[src/hdl/lite_ar_pkg.sv]
package lite_ar_pkg;

    // ------------------------------------------------------------
    // buffer geometry
    // ------------------------------------------------------------
    localparam int ADDR_W     = 32;
    localparam int PROT_W     = 4;
    localparam int FIFO_DEPTH = 16;
    localparam int THR_W      = $clog2(FIFO_DEPTH);
    localparam int CNT_W      = THR_W + 1;

    // threshold values the controller presents across reset
    localparam logic [THR_W-1:0] AF_THR_RST = 4'hc;
    localparam logic [THR_W-1:0] AE_THR_RST = 4'h2;

    // ------------------------------------------------------------
    // controller register map (byte addresses)
    // ------------------------------------------------------------
    localparam logic [7:0] REG_ADDR     = 8'h00;
    localparam logic [7:0] REG_PROT     = 8'h04;
    localparam logic [7:0] REG_PUSH     = 8'h08;
    localparam logic [7:0] REG_SINK     = 8'h0c;
    localparam logic [7:0] REG_RX_ADDR  = 8'h10;
    localparam logic [7:0] REG_RX_PROT  = 8'h14;
    localparam logic [7:0] REG_STATUS   = 8'h18;
    localparam logic [7:0] REG_COUNT    = 8'h1c;
    localparam logic [7:0] REG_AF_THR   = 8'h20;
    localparam logic [7:0] REG_AE_THR   = 8'h24;
    localparam logic [7:0] REG_IRQ_STAT = 8'h28;
    localparam logic [7:0] REG_IRQ_CLR  = 8'h2c;
    localparam logic [7:0] REG_IRQ_EN   = 8'h30;

    // ------------------------------------------------------------
    // interrupt bit positions
    // ------------------------------------------------------------
    localparam int IRQ_W       = 4;
    localparam int IRQ_PUSHED  = 0;
    localparam int IRQ_RECVD   = 1;
    localparam int IRQ_AF_RISE = 2;
    localparam int IRQ_UFLOW   = 3;

    // status register bit positions
    localparam int ST_PENDING = 0;
    localparam int ST_AF      = 1;
    localparam int ST_AE      = 2;
    localparam int ST_SINK    = 3;

endpackage

[src/hdl/lite_ar_if.sv]
`timescale 1ns/100ps
interface lite_ar_if
    import lite_ar_pkg::*;
#(
    parameter int AW = ADDR_W,
    parameter int TW = THR_W
);
    // upstream side: master pushes into the buffer
    logic            s_arvalid;
    logic            s_arready;
    logic [AW-1:0]   s_araddr;
    logic [PROT_W-1:0] s_arprot;
    // downstream side: buffer replays to the slave
    logic            m_arvalid;
    logic            m_arready;
    logic [AW-1:0]   m_araddr;
    logic [PROT_W-1:0] m_arprot;
    // sideband
    logic [TW-1:0]   af_threshold;
    logic [TW-1:0]   ae_threshold;
    logic [TW:0]     wr_count;
    logic [TW:0]     rd_count;
    logic [TW:0]     data_count;
    logic            almost_full;
    logic            almost_empty;
    logic            underflow;

    modport dev (
        input  s_arvalid, s_araddr, s_arprot, m_arready, af_threshold, ae_threshold,
        output s_arready, m_arvalid, m_araddr, m_arprot,
        output wr_count, rd_count, data_count, almost_full, almost_empty, underflow
    );

    modport far (
        output s_arvalid, s_araddr, s_arprot, m_arready, af_threshold, ae_threshold,
        input  s_arready, m_arvalid, m_araddr, m_arprot,
        input  wr_count, rd_count, data_count, almost_full, almost_empty, underflow
    );
endinterface

[src/hdl/lite_ar_ctrl.sv]
`timescale 1ns/100ps
module lite_ar_ctrl
    import lite_ar_pkg::*;
#(
    parameter int AW = ADDR_W,
    parameter int TW = THR_W
)(
    input  wire logic        clk_sys_i,
    input  wire logic        arst_n_i,
    input  wire logic [7:0]  reg_addr_i,
    input  wire logic [31:0] reg_wdata_i,
    input  wire logic        reg_wr_i,
    input  wire logic        reg_rd_i,
    output logic      [31:0] reg_rdata_o,
    output logic             irq_o,
    lite_ar_if.far           bus
);

    typedef struct packed {
        logic [AW-1:0]     addr;
        logic [PROT_W-1:0] prot;
        logic              up_valid;
        logic              sink_en;
        logic [AW-1:0]     rx_addr;
        logic [PROT_W-1:0] rx_prot;
        logic [TW-1:0]     af_thr;
        logic [TW-1:0]     ae_thr;
        logic              af_prev;
        logic [IRQ_W-1:0]  irq_stat;
        logic [IRQ_W-1:0]  irq_en;
        logic              irq;
        logic [31:0]       rdata;
    } ctrl_state_t;

    ctrl_state_t st_q;
    ctrl_state_t st_d;

    logic [IRQ_W-1:0] ev;
    logic [IRQ_W-1:0] clr;
    logic             pushed;
    logic             recvd;

    // ------------------------------------------------------------
    // next state
    // ------------------------------------------------------------
    always_comb begin
        st_d   = st_q;
        // push taken on valid and ready
        pushed = st_q.up_valid & bus.s_arready;
        // entry taken on valid and our ready
        recvd  = bus.m_arvalid & st_q.sink_en;
        clr    = '0;

        if (pushed) begin
            st_d.up_valid = 1'b0;
        end
        if (recvd) begin
            st_d.rx_addr = bus.m_araddr;
            st_d.rx_prot = bus.m_arprot;
        end

        if (reg_wr_i) begin
            case (reg_addr_i)
                // payload frozen while a push is pending
                REG_ADDR: if (!st_q.up_valid) st_d.addr = reg_wdata_i[AW-1:0];
                REG_PROT: if (!st_q.up_valid) st_d.prot = reg_wdata_i[PROT_W-1:0];
                REG_PUSH: st_d.up_valid = 1'b1;
                REG_SINK: st_d.sink_en = reg_wdata_i[0];
                // readback copy; a reset restores the defaults
                REG_AF_THR: st_d.af_thr = reg_wdata_i[TW-1:0];
                REG_AE_THR: st_d.ae_thr = reg_wdata_i[TW-1:0];
                REG_IRQ_CLR: clr = reg_wdata_i[IRQ_W-1:0];
                REG_IRQ_EN: st_d.irq_en = reg_wdata_i[IRQ_W-1:0];
                default: ;
            endcase
        end

        st_d.rdata = '0;
        if (reg_rd_i) begin
            case (reg_addr_i)
                REG_ADDR:     st_d.rdata = 32'(st_q.addr);
                REG_PROT:     st_d.rdata = 32'(st_q.prot);
                REG_SINK:     st_d.rdata = 32'(st_q.sink_en);
                REG_RX_ADDR:  st_d.rdata = 32'(st_q.rx_addr);
                REG_RX_PROT:  st_d.rdata = 32'(st_q.rx_prot);
                REG_STATUS: begin
                    st_d.rdata[ST_PENDING] = st_q.up_valid;
                    st_d.rdata[ST_AF]      = bus.almost_full;
                    st_d.rdata[ST_AE]      = bus.almost_empty;
                    st_d.rdata[ST_SINK]    = st_q.sink_en;
                end
                REG_COUNT:    st_d.rdata = 32'(bus.data_count);
                REG_AF_THR:   st_d.rdata = 32'(st_q.af_thr);
                REG_AE_THR:   st_d.rdata = 32'(st_q.ae_thr);
                REG_IRQ_STAT: st_d.rdata = 32'(st_q.irq_stat);
                REG_IRQ_EN:   st_d.rdata = 32'(st_q.irq_en);
                default:      st_d.rdata = '0;
            endcase
        end

        ev              = '0;
        ev[IRQ_PUSHED]  = pushed;
        ev[IRQ_RECVD]   = recvd;
        ev[IRQ_AF_RISE] = bus.almost_full & ~st_q.af_prev;
        ev[IRQ_UFLOW]   = bus.underflow;
        st_d.af_prev    = bus.almost_full;
        // set wins over a clear in the same cycle
        st_d.irq_stat   = (st_q.irq_stat & ~clr) | ev;
        st_d.irq        = |(st_d.irq_stat & st_d.irq_en);
    end

    // ------------------------------------------------------------
    // state register
    // ------------------------------------------------------------
    always_ff @(posedge clk_sys_i or negedge arst_n_i) begin
        if (!arst_n_i) begin
            st_q        <= '0;
            st_q.af_thr <= AF_THR_RST;
            st_q.ae_thr <= AE_THR_RST;
        end else begin
            st_q <= st_d;
        end
    end

    assign bus.s_arvalid    = st_q.up_valid;
    assign bus.s_araddr     = st_q.addr;
    assign bus.s_arprot     = st_q.prot;
    assign bus.m_arready    = st_q.sink_en;
    // thresholds stand steady from flops across reset
    assign bus.af_threshold = st_q.af_thr;
    assign bus.ae_threshold = st_q.ae_thr;
    assign reg_rdata_o      = st_q.rdata;
    assign irq_o            = st_q.irq;

endmodule

[src/flat_wrapper.sv]
// flat-port wrapper written by rule: the top's interface ports become plain ports
module lite_ar_ctrl_flat import lite_ar_pkg::*;
#(
    parameter int AW = ADDR_W,
    parameter int TW = THR_W
)
  (clk_sys_i, arst_n_i, reg_addr_i, reg_wdata_i, reg_wr_i, reg_rd_i, reg_rdata_o, irq_o, bus_s_arvalid, bus_s_araddr, bus_s_arprot, bus_m_arready, bus_af_threshold, bus_ae_threshold, bus_s_arready, bus_m_arvalid, bus_m_araddr, bus_m_arprot, bus_wr_count, bus_rd_count, bus_data_count, bus_almost_full, bus_almost_empty, bus_underflow);
  lite_ar_if #(.AW(AW), .TW(TW)) bus_i ();
  input  wire logic clk_sys_i;
  input  wire logic arst_n_i;
  input  wire logic [7:0] reg_addr_i;
  input  wire logic [31:0] reg_wdata_i;
  input  wire logic reg_wr_i;
  input  wire logic reg_rd_i;
  output logic      [31:0] reg_rdata_o;
  output logic irq_o;
  output wire logic [$bits(bus_i.s_arvalid)-1:0] bus_s_arvalid;
  output wire logic [$bits(bus_i.s_araddr)-1:0] bus_s_araddr;
  output wire logic [$bits(bus_i.s_arprot)-1:0] bus_s_arprot;
  output wire logic [$bits(bus_i.m_arready)-1:0] bus_m_arready;
  output wire logic [$bits(bus_i.af_threshold)-1:0] bus_af_threshold;
  output wire logic [$bits(bus_i.ae_threshold)-1:0] bus_ae_threshold;
  input wire logic [$bits(bus_i.s_arready)-1:0] bus_s_arready;
  input wire logic [$bits(bus_i.m_arvalid)-1:0] bus_m_arvalid;
  input wire logic [$bits(bus_i.m_araddr)-1:0] bus_m_araddr;
  input wire logic [$bits(bus_i.m_arprot)-1:0] bus_m_arprot;
  input wire logic [$bits(bus_i.wr_count)-1:0] bus_wr_count;
  input wire logic [$bits(bus_i.rd_count)-1:0] bus_rd_count;
  input wire logic [$bits(bus_i.data_count)-1:0] bus_data_count;
  input wire logic [$bits(bus_i.almost_full)-1:0] bus_almost_full;
  input wire logic [$bits(bus_i.almost_empty)-1:0] bus_almost_empty;
  input wire logic [$bits(bus_i.underflow)-1:0] bus_underflow;
  assign bus_s_arvalid = bus_i.s_arvalid;
  assign bus_s_araddr = bus_i.s_araddr;
  assign bus_s_arprot = bus_i.s_arprot;
  assign bus_m_arready = bus_i.m_arready;
  assign bus_af_threshold = bus_i.af_threshold;
  assign bus_ae_threshold = bus_i.ae_threshold;
  assign bus_i.s_arready = bus_s_arready;
  assign bus_i.m_arvalid = bus_m_arvalid;
  assign bus_i.m_araddr = bus_m_araddr;
  assign bus_i.m_arprot = bus_m_arprot;
  assign bus_i.wr_count = bus_wr_count;
  assign bus_i.rd_count = bus_rd_count;
  assign bus_i.data_count = bus_data_count;
  assign bus_i.almost_full = bus_almost_full;
  assign bus_i.almost_empty = bus_almost_empty;
  assign bus_i.underflow = bus_underflow;
  lite_ar_ctrl #(.AW(AW), .TW(TW)) u_core (.clk_sys_i(clk_sys_i), .arst_n_i(arst_n_i), .reg_addr_i(reg_addr_i), .reg_wdata_i(reg_wdata_i), .reg_wr_i(reg_wr_i), .reg_rd_i(reg_rd_i), .reg_rdata_o(reg_rdata_o), .irq_o(irq_o), .bus(bus_i));
endmodule
[config.mk]
export PLATFORM = sky130hd
export DESIGN_NAME = lite_ar_ctrl_flat
export DESIGN_NICKNAME = d
export VERILOG_FILES = /design/src/hdl/lite_ar_pkg.sv /design/src/hdl/lite_ar_if.sv /design/src/hdl/lite_ar_ctrl.sv /design/src/flat_wrapper.sv
export SDC_FILE = /design/constraint.sdc
export NUM_CORES = 1
export LEC_CHECK = 0
export ABC_AREA = 1
export BUFFER_PORTS_ARGS = -buffer_cell sky130_fd_sc_hd__buf_2
export CAP_MARGIN = 25
export CORE_AREA = 2 2 159 161
export CTS_CLUSTER_SIZE = 8
export DETAILED_ROUTE_END_ITERATION = 10
export DIE_AREA = 0 0 161 163
export PLACE_DENSITY_LB_ADDON = 0.05
export SETUP_SLACK_MARGIN = 0.1
export SLEW_MARGIN = 20
export SYNTH_ARGS = -nofsm -noshare
export SYNTH_HDL_FRONTEND = slang
export SYNTH_SLANG_ARGS = --single-unit
[constraint.sdc]
create_clock -name clk_sys_i -period 2.78 [get_ports clk_sys_i]
set_input_delay 0.556 -clock clk_sys_i [delete_from_list [all_inputs] [get_ports clk_sys_i]]
set_output_delay 0.556 -clock clk_sys_i [all_outputs]
set_load 0.05 [all_outputs]
==> flow_summary.ini, run 1 <==
[yosys]
synthTopCellsByArea = dfrtp_1, buf_4, nand2_1, mux2_2, mux2_4
synth_largest_area_cell = dfrtp_1
synth_area_um2 = 6010
synth-seq-cells = 124
synth_warnings = 0
yosysTopAreaCellShare_pct = 50.4
yosys.cell_types.count = 25
synth.net_count = 689
synth_area_per_cell_um2 = 10.2
netlist_instances = 589
ys_seq_area_share_pct = 51.7

[setup_path]
cpPeakStageDelay_ns = 0.55
arrival_ns = 1.23
worstSetupPathType = flop to output port
r2r_start = u_core.bus.m_arready
start_kind = flop
endpoint = bus_af_threshold[2]
worst_path_max_delay_cell = dfstp_2
cp_num_buf_inv = 1
r2r_slack_ns = 1.06
reg2reg_to = u_core.st_q[76]
path_depth = 1
cp-end-kind = output port
cp_max_fo = 3
startpoint = u_core.bus.af_threshold[2]
crit_chain = buf_2
cp_top_family = flip-flops
required_ns = 2.22
reg2reg_depth = 3

[power]
p_leak_nw = 3.87
ir_drop_mv = 0.290
power.total_w = 0.00500
powerDensity_nw_per_um2 = 689

[floorplan]
die_h_um = 163
start_util_pct = 24.4
core-area_um2 = 24700
fp.dieW_um = 161
rows = 58
io_pins = 179
die-area_um2 = 26200

[sta]
timing.final.ws_setup_ns = 0.998
tns_ns = 0
period_share_pct = 64.1
slew_headroom_pct = 52.4
timing.final.crit_period_ns = 1.78
finalSetupViolCount = 0
worstMarginPinSlew_ns = 0.714
finalHoldViolations = 0
fin_skew_ns = 0.0159
max_freq_ghz = 0.561
drv_slew = 0
rsz0062_at_grt = no

[global_route]
met3_usage_pct = 3.87
grt_use_met1_pct = 17.3
met2_usage_pct = 21.0
grt_usage_pct = 13.2
top_usage_layer = met2
grt_max_degree = 125
grt_pass1_vias = 4512
gr-total-overflow = 0
antenna_found_initial = 0
grt_pass1_wl_um = 26000

[clock_tree]
cts_tree = built
clockRootBuffer = clkbuf_16
cts_buffer_depth = 2
htree_num_levels = 4
holdBufCountCts = 0
path_clk_slew_ns = 0.06
post_cts.repair.setup_buffers = 0
clock_latency_ns = 0.42
cts_made_buffers = 17
cts_resized = 0
clock-sinks = 124

[final_layout]
final_area_um2 = 7260
drive_gt1_share_pct = 41.8
nNetsFinal = 791
fillers = 2653
final_cell_mix = buf_2, nand2_1, dfrtp_1
n_antenna_cell = 0
post-route-util_pct = 29.4
layout_commonest_cell = buf_2
area_delta_synth_final_pct = 20.7

[routing]
dr.pass1.iters = 4
drtIter0Drc = 163
drt-total-wl_um = 16600
vias = 4205
antenna_left = 0
via_per_inst = 4.07
wl_per_cell_um = 16.1
drc = 0

[placement]
hpwl_um = 11700
post-place-ws_ns = 0.658
placed_area_um2 = 6640
portBuffers = 168
gp_congestion = 0.740

[worst_hold_path]
hold_class = input pin to asynchronous set/reset pin

[run]
max_cap_viol_count = 0

[outcome]
status = complete, no violations
-- sequential cells by signal, summed over array words and instances (netlist names) --
name / flops
u_core.bus.ae_threshold: 4
u_core.st_q: 45
u_core.reg_rdata_o: 32
u_core.bus.m_arready: 1
u_core.bus.af_threshold: 4
u_core.bus.s_arprot: 4
u_core.bus.s_arvalid: 1
u_core.bus.s_araddr: 32
u_core.irq_o: 1
-- where the power goes --
part	internal (W)	total, W	switching [W]
registers	0.00199	0.00210	0.000105
clock network	0.00150	0.00237	0.000870
logic	0.000222	0.000527	0.000305
-- worst min path at each step --
stage	start	endpoint	slack, ns
global placement	u_core.st_q[38]	u_core.st_q[38]	0.49
detailed placement	u_core.st_q[38]	u_core.st_q[38]	0.49
CTS	bus_almost_full	u_core.st_q[41]	0.28
global route	bus_almost_full	u_core.st_q[41]	0.28
finish	arst_n_i	u_core.reg_rdata_o[8]	0.25
floorplan	arst_n_i	u_core.bus.ae_threshold[0]	0.26
-- synth_stat cells --
cell type    n
clkinv_1     1
dfstp_2      3
nand3_2      3
buf_2        5
dfrtp_1    121
nand2_4      1
nand2_1    148
buf_6        2
mux2_4      22
nor2_4       5
nor2_2       2
inv_2        4
nor2_8       1
buf_12       2
a21oi_1     27
nor2_1      16
nand3_1     50
clkbuf_1     3
o21ai_0     18
inv_1       26
nand2_8      1
mux2_2      42
nand3b_1     3
buf_4       82
nand2_2      1
-- through the flow --
stage,instances,hold slack [ns]
2_1_floorplan,589,0.260
3_3_place_gp,1002,0.488
3_5_place_dp,1002,0.487
4_1_cts,1033,0.282
5_1_grt,1033,0.277
6_report,1033,0.250
-- per-layer routing --
metal	part of all wire (%)	wire, um	vias up
li1	-	-	2042
met1	47	7830	2043
met2	46	7710	110
met3	5.1	846	10
met4	1.2	206	0
met5	0	0	-
-- layout make-up --
cell class | instances | area [um^2] | share of cell area, %
clock buffers | 17 | 425 | 5.86
repair buffers | 177 | 923 | 12.7
inverters | 31 | 116 | 1.60
multi-input cells | 340 | 2080 | 28.6
clock inverters | 14 | 195 | 2.69
well taps | 330 | 413 | 5.69
flip-flops and latches | 124 | 3110 | 42.8
-- logic make-up after synthesis --
group / Yosys count / synth area share [%]
mux: 64 / 13.4
simple gates: 231 / 17.4
buf+inv: 125 / 13.8
compound gates: 45 / 3.75
flops: 124 / 51.7
(Power assumes the default switching activity.)
==> inputs of run 2 (changes only) <==
==> constraint.sdc (replaced) <==
create_clock -name clk_sys_i -period 1.4 [get_ports clk_sys_i]
set_input_delay 0.28 -clock clk_sys_i [delete_from_list [all_inputs] [get_ports clk_sys_i]]
set_output_delay 0.28 -clock clk_sys_i [all_outputs]
set_load 0.05 [all_outputs]
==> flow_summary.ini, run 2 (synthesized netlist as in run 1, its figures left out) <==
[clock_tree]
path_clk_slew_ns = 0.06
clock_latency_ns = 0.41
cts_made_buffers = 17
cts_tree = built
htree_num_levels = 4
clock-sinks = 124
clockRootBuffer = clkbuf_16
cts_buffer_depth = 2

[floorplan]
start_util_pct = 24.4
io_pins = 179
core-area_um2 = 24700
die-area_um2 = 26200
fp.dieW_um = 161
die_h_um = 163
rows = 58

[global_route]
grt_max_degree = 55
grt_pass1_wl_um = 26900
grt_pass1_vias = 4727
antenna_found_initial = 1
gr-total-overflow = 0
grt_usage_pct = 13.5

[routing]
drt-total-wl_um = 17400
drtIter0Drc = 159
dr.pass1.iters = 4
antenna_left = 0
vias = 4498
via_per_inst = 4.05
drc = 0
wl_per_cell_um = 15.7

[setup_path]
cp-end-kind = flop
r2r_start = u_core.bus.s_arvalid
crit_chain = nor2_4 > nand2_8 > clkbuf_16 > mux2_4
endpoint = u_core.bus.s_araddr[24]
startpoint = u_core.bus.s_arvalid
reg2reg_to = u_core.bus.s_araddr[24]
worstSetupPathType = flop to flop
r2r_slack_ns = 0.004
reg2reg_depth = 4
required_ns = 1.69
cpPeakStageDelay_ns = 0.44
cp_max_fo = 9
worst_path_max_delay_cell = dfrtp_2
arrival_ns = 1.69
start_kind = flop

[placement]
portBuffers = 168
gp_congestion = 0.764
placed_area_um2 = 6980
hpwl_um = 12400

[power]
pwr-share-clk_pct = 44.0
powerDensity_nw_per_um2 = 1150
seqPwrFrac_pct = 42.8
p_leak_nw = 4.39
p_sw_w = 0.00259
combPwrFrac_pct = 13.3
ir_drop_mv = 0.504
p_sw_share_pct = 26.6
p_int_w = 0.00715

[sta]
max_freq_ghz = 0.716
hold_ws_ns = 0.0742
worstMarginPinSlew_ns = 0.348
finalHoldViolations = 0
rsz0062_at_grt = yes
slew_headroom_pct = 76.8
finalSetupViolCount = 0
period_share_pct = 99.7
timing.final.crit_period_ns = 1.40
drv_slew = 0
tns_ns = 0
fin_skew_ns = 0.00941

[final_layout]
final_area_um2 = 8440
post-route-util_pct = 34.2
largest_reg_flops = 45
final_cell_mix = nand2_1, dfrtp_1, buf_2
drive_gt1_share_pct = 48.3
layout_commonest_cell = nand2_1
top_register = u_core.st_q
nNetsFinal = 866
area_delta_synth_final_pct = 40.5

[worst_hold_path]
hold_class = input pin to flop

[run]
max_cap_viol_count = 0

[outcome]
status = complete, no violations
## run 2: cell types whose count changed in the layout (fill, tap and decap cells not counted), moves of 5 or more
cell,delta
buf_12,+11
buf_2,-77
buf_4,+79
buf_6,+50
buf_8,+5
mux2_2,-6
mux2_4,+6
## run 2: per-layer routing
layer	global-route usage (%)	vias to the layer above	wire, um
li1	-	2191	-
met1	17.6	2180	7910
met2	22.1	123	8490
met3	4.05	4	911
met4	3.57	0	87
met5	0	-	0
## run 2: how the worst min path moves through the flow
stage,startpoint,endpoint,cells past startpoint
floorplan,arst_n_i,u_core.bus.ae_threshold[0],0
global placement,arst_n_i,u_core.reg_rdata_o[6],1
detailed placement,arst_n_i,u_core.reg_rdata_o[5],1
CTS,bus_s_arready,u_core.bus.s_arvalid,2
global route,reg_wdata_i[19],u_core.bus.s_araddr[19],2
finish,bus_s_arready,u_core.bus.s_arvalid,2
## run 2: what timing repair did
item | CTS | global route
setup endpoints to repair | 87 | 94
hold buffers | 2 | 0
setup buffers | 16 | 30
pin swaps | 0 | 3
gates resized for setup | 123 | 43
endpoints found under the hold margin | 10 | 0
cloned | 1 | 1
## run 2: power by group through the flow
stage	Sequential (W)	Clock, W	Combinational (W)
3_3_place_gp	0.00422	0	0.00110
4_1_cts	0.00417	0.00444	0.00125
5_1_grt	0.00421	0.00464	0.00140
2_1_floorplan	0.00418	0	0.000759
3_5_place_dp	0.00423	0	0.00112
6_report	0.00416	0.00428	0.00129
## run 2: area by class of cell
type                    instances  area, um^2
well taps                     330         413
inverters                      31         116
diodes                          1        2.50
clock buffers                  20         457
clock inverters                12         114
fillers                      2566       16200
multi-input cells             340        2130
flip-flops and latches        124        3110
repair buffers                252        2100
## run 2: critical path, delay by kind of cell, from the launching register on
family | cells | cell delay (ns)
buffers and inverters | 1 | 0.20
and+or+nand+nor | 2 | 0.34
DFF | 1 | 0.44
muxes | 1 | 0.29
## run 2: per-stage QoR
step	instances	worst slack, ns	total power [W]
detailed placement	1027	-0.165	0.00534
CTS	1078	-0.0167	0.00986
finish	1110	0.00405	0.00974
global placement	1027	-0.152	0.00532
global route	1110	-0.0413	0.0103
floorplan	589	0.0343	0.00494
==> inputs of run 3 (changes only) <==
--- a/config.mk
+++ b/config.mk
@@ -7,7 +7,8 @@
 export LEC_CHECK = 0
 export ABC_AREA = 1
 export BUFFER_PORTS_ARGS = -buffer_cell sky130_fd_sc_hd__buf_2
-export CAP_MARGIN = 25
+export CELL_PAD_IN_SITES_DETAIL_PLACEMENT = 2
+export CELL_PAD_IN_SITES_GLOBAL_PLACEMENT = 2
 export CORE_AREA = 2 2 159 161
 export CTS_CLUSTER_SIZE = 8
 export DETAILED_ROUTE_END_ITERATION = 10
==> flow_summary.ini, run 3 (synthesized netlist as in run 1, its figures left out) <==
[final_layout]
top_register = u_core.st_q
area_delta_synth_final_pct = 43.7
largest_reg_flops = 45
fillers = 2724
final_cell_mix = nand2_1, dfrtp_1, buf_4
layout_commonest_cell = nand2_1
final_area_um2 = 8640
drive_gt1_share_pct = 49.6
post-route-util_pct = 35.0
nNetsFinal = 871
fin_cells = 1114
n_antenna_cell = 0

[placement]
portBuffers = 168
gp_congestion = 0.721
placed_area_um2 = 7010
dp.cells = 1035
hpwl_um = 13900

[setup_path]
worstSetupPathType = flop to flop
worst_path_max_delay_cell = dfrtp_2
r2r_start = u_core.bus.s_arvalid
arrival_ns = 1.72
required_ns = 1.70
cp-end-kind = flop
startpoint = u_core.bus.s_arvalid
start_kind = flop
crit_chain = buf_6 > nor2_4 > nand2_8 > buf_12 > mux2_4
cp_max_fo = 18
cpPeakStageDelay_ns = 0.42
reg2reg_depth = 5

[floorplan]
io_pins = 179
start_util_pct = 24.4
fp.dieW_um = 161
rows = 58
die-area_um2 = 26200
die_h_um = 163
core-area_um2 = 24700

[global_route]
grt_max_degree = 46
grt_usage_pct = 15.2
antenna_found_initial = 0
grt_pass1_wl_um = 29900
gr-total-overflow = 0
grt_pass1_vias = 5307

[routing]
drtIter0Drc = 140
drc = 0
antenna_left = 0
dr.pass1.iters = 4
vias = 4687
via_per_inst = 4.21
drt-total-wl_um = 20100
wl_per_cell_um = 18.0

[sta]
drv_slew = 0
period_share_pct = 101
fin_skew_ns = 0.0124
timing.final.crit_period_ns = 1.42
max_freq_ghz = 0.705
slew_headroom_pct = 77.6
finalHoldViolations = 0
rsz0062_at_grt = yes
worstMarginPinSlew_ns = 0.336
finalSetupViolCount = 15
timing.final.ws_setup_ns = -0.0178

[outcome]
status = finished, violations left
violations = negative setup slack

[power]
p_sw_share_pct = 27.7
combPwrFrac_pct = 14.5
p_int_w = 0.00728
powerDensity_nw_per_um2 = 1170
pwr-share-clk_pct = 44.0
ir_drop_mv = 0.601
seqPwrFrac_pct = 41.5
p_leak_nw = 4.53
p_sw_w = 0.00279

[run]
max_cap_viol_count = 0

[clock_tree]
cts_tree = built
clock_latency_ns = 0.43
path_clk_slew_ns = 0.06
htree_num_levels = 4
clock-sinks = 124
cts_made_buffers = 17
cts_buffer_depth = 2
clockRootBuffer = clkbuf_16

[worst_hold_path]
whs_path_depth = 1
hold_class = input pin to flop
min-delay-start = bus_almost_full
[run 3: cell types whose count changed in the layout (fill, tap and decap cells not counted), sizes merged]
cell         delta
diode           -1
clkinvlp        -6
inv             +4
clkinv          +4
dlygate4sd3     -1
clkbuf          +4
[run 3: through the flow]
step | hold slack [ns] | setup slack, ns | setup TNS [ns] | power [W]
6_report | 0.0454 | -0.0178 | -0.136 | 0.0101
5_1_grt | 0.0256 | -0.0603 | -0.883 | 0.0105
4_1_cts | 0.0254 | -0.0349 | -0.0957 | 0.0101
3_5_place_dp | 0.180 | -0.270 | -13.92 | 0.00539
3_3_place_gp | 0.178 | -0.237 | -10.57 | 0.00533
2_1_floorplan | -0.0156 | 0.0343 | 0 | 0.00494
[run 3: final cells by class]
class | count | area [um^2] | area share, %
inverter | 31 | 118 | 1.36
timing repair buffer | 257 | 2170 | 25.2
clock buffer | 18 | 439 | 5.08
clock inverter | 14 | 150 | 1.74
multi-input combinational | 340 | 2230 | 25.8
sequential | 124 | 3110 | 36.0
tap | 330 | 413 | 4.78
[run 3: what timing repair did]
item                                   4_1_cts  5_1_grt
gates resized for setup                    124       76
pin swaps                                    0        8
gates cloned                                 0        5
buffers inserted                            30       11
hold buffers                                 1        0
endpoints found under the hold margin       23        0
setup endpoints to repair                   67      103
[run 3: routing by layer]
layer	part of all wire [%]	GRT usage, %	up-vias
li1	-	-	2202
met1	45	19.2	2348
met2	50	25.8	124
met3	3.6	3.08	13
met4	1.3	5.24	0
met5	0	0	-
[run 3: power by group through the flow]
stage	combinational [W]	sequential [W]	clock [W]
floorplan	0.000759	0.00418	0
finish	0.00147	0.00418	0.00443
global route	0.00159	0.00423	0.00472
global placement	0.00112	0.00421	0
detailed placement	0.00115	0.00424	0
CTS	0.00131	0.00417	0.00457
[run 3: worst max-delay path: cells and delay by family (launching register included)]
family,cells,cell delay (ns)
simple gates,2,0.26
flops,1,0.42
mux,1,0.30
buf+inv,2,0.29
[run 3: final timing paths]
kind | to | slack (ns)
hold / removal | u_core.st_q[41] | 0.05
max in group asynchronous | u_core.st_q[70] | 0.53
hold reg to reg | u_core.st_q[35] | 0.50
setup reg to reg | u_core.bus.s_araddr[14] | -0.02
setup / recovery | u_core.bus.s_araddr[14] | -0.02
min in group asynchronous | u_core.reg_rdata_o[5] | 0.31
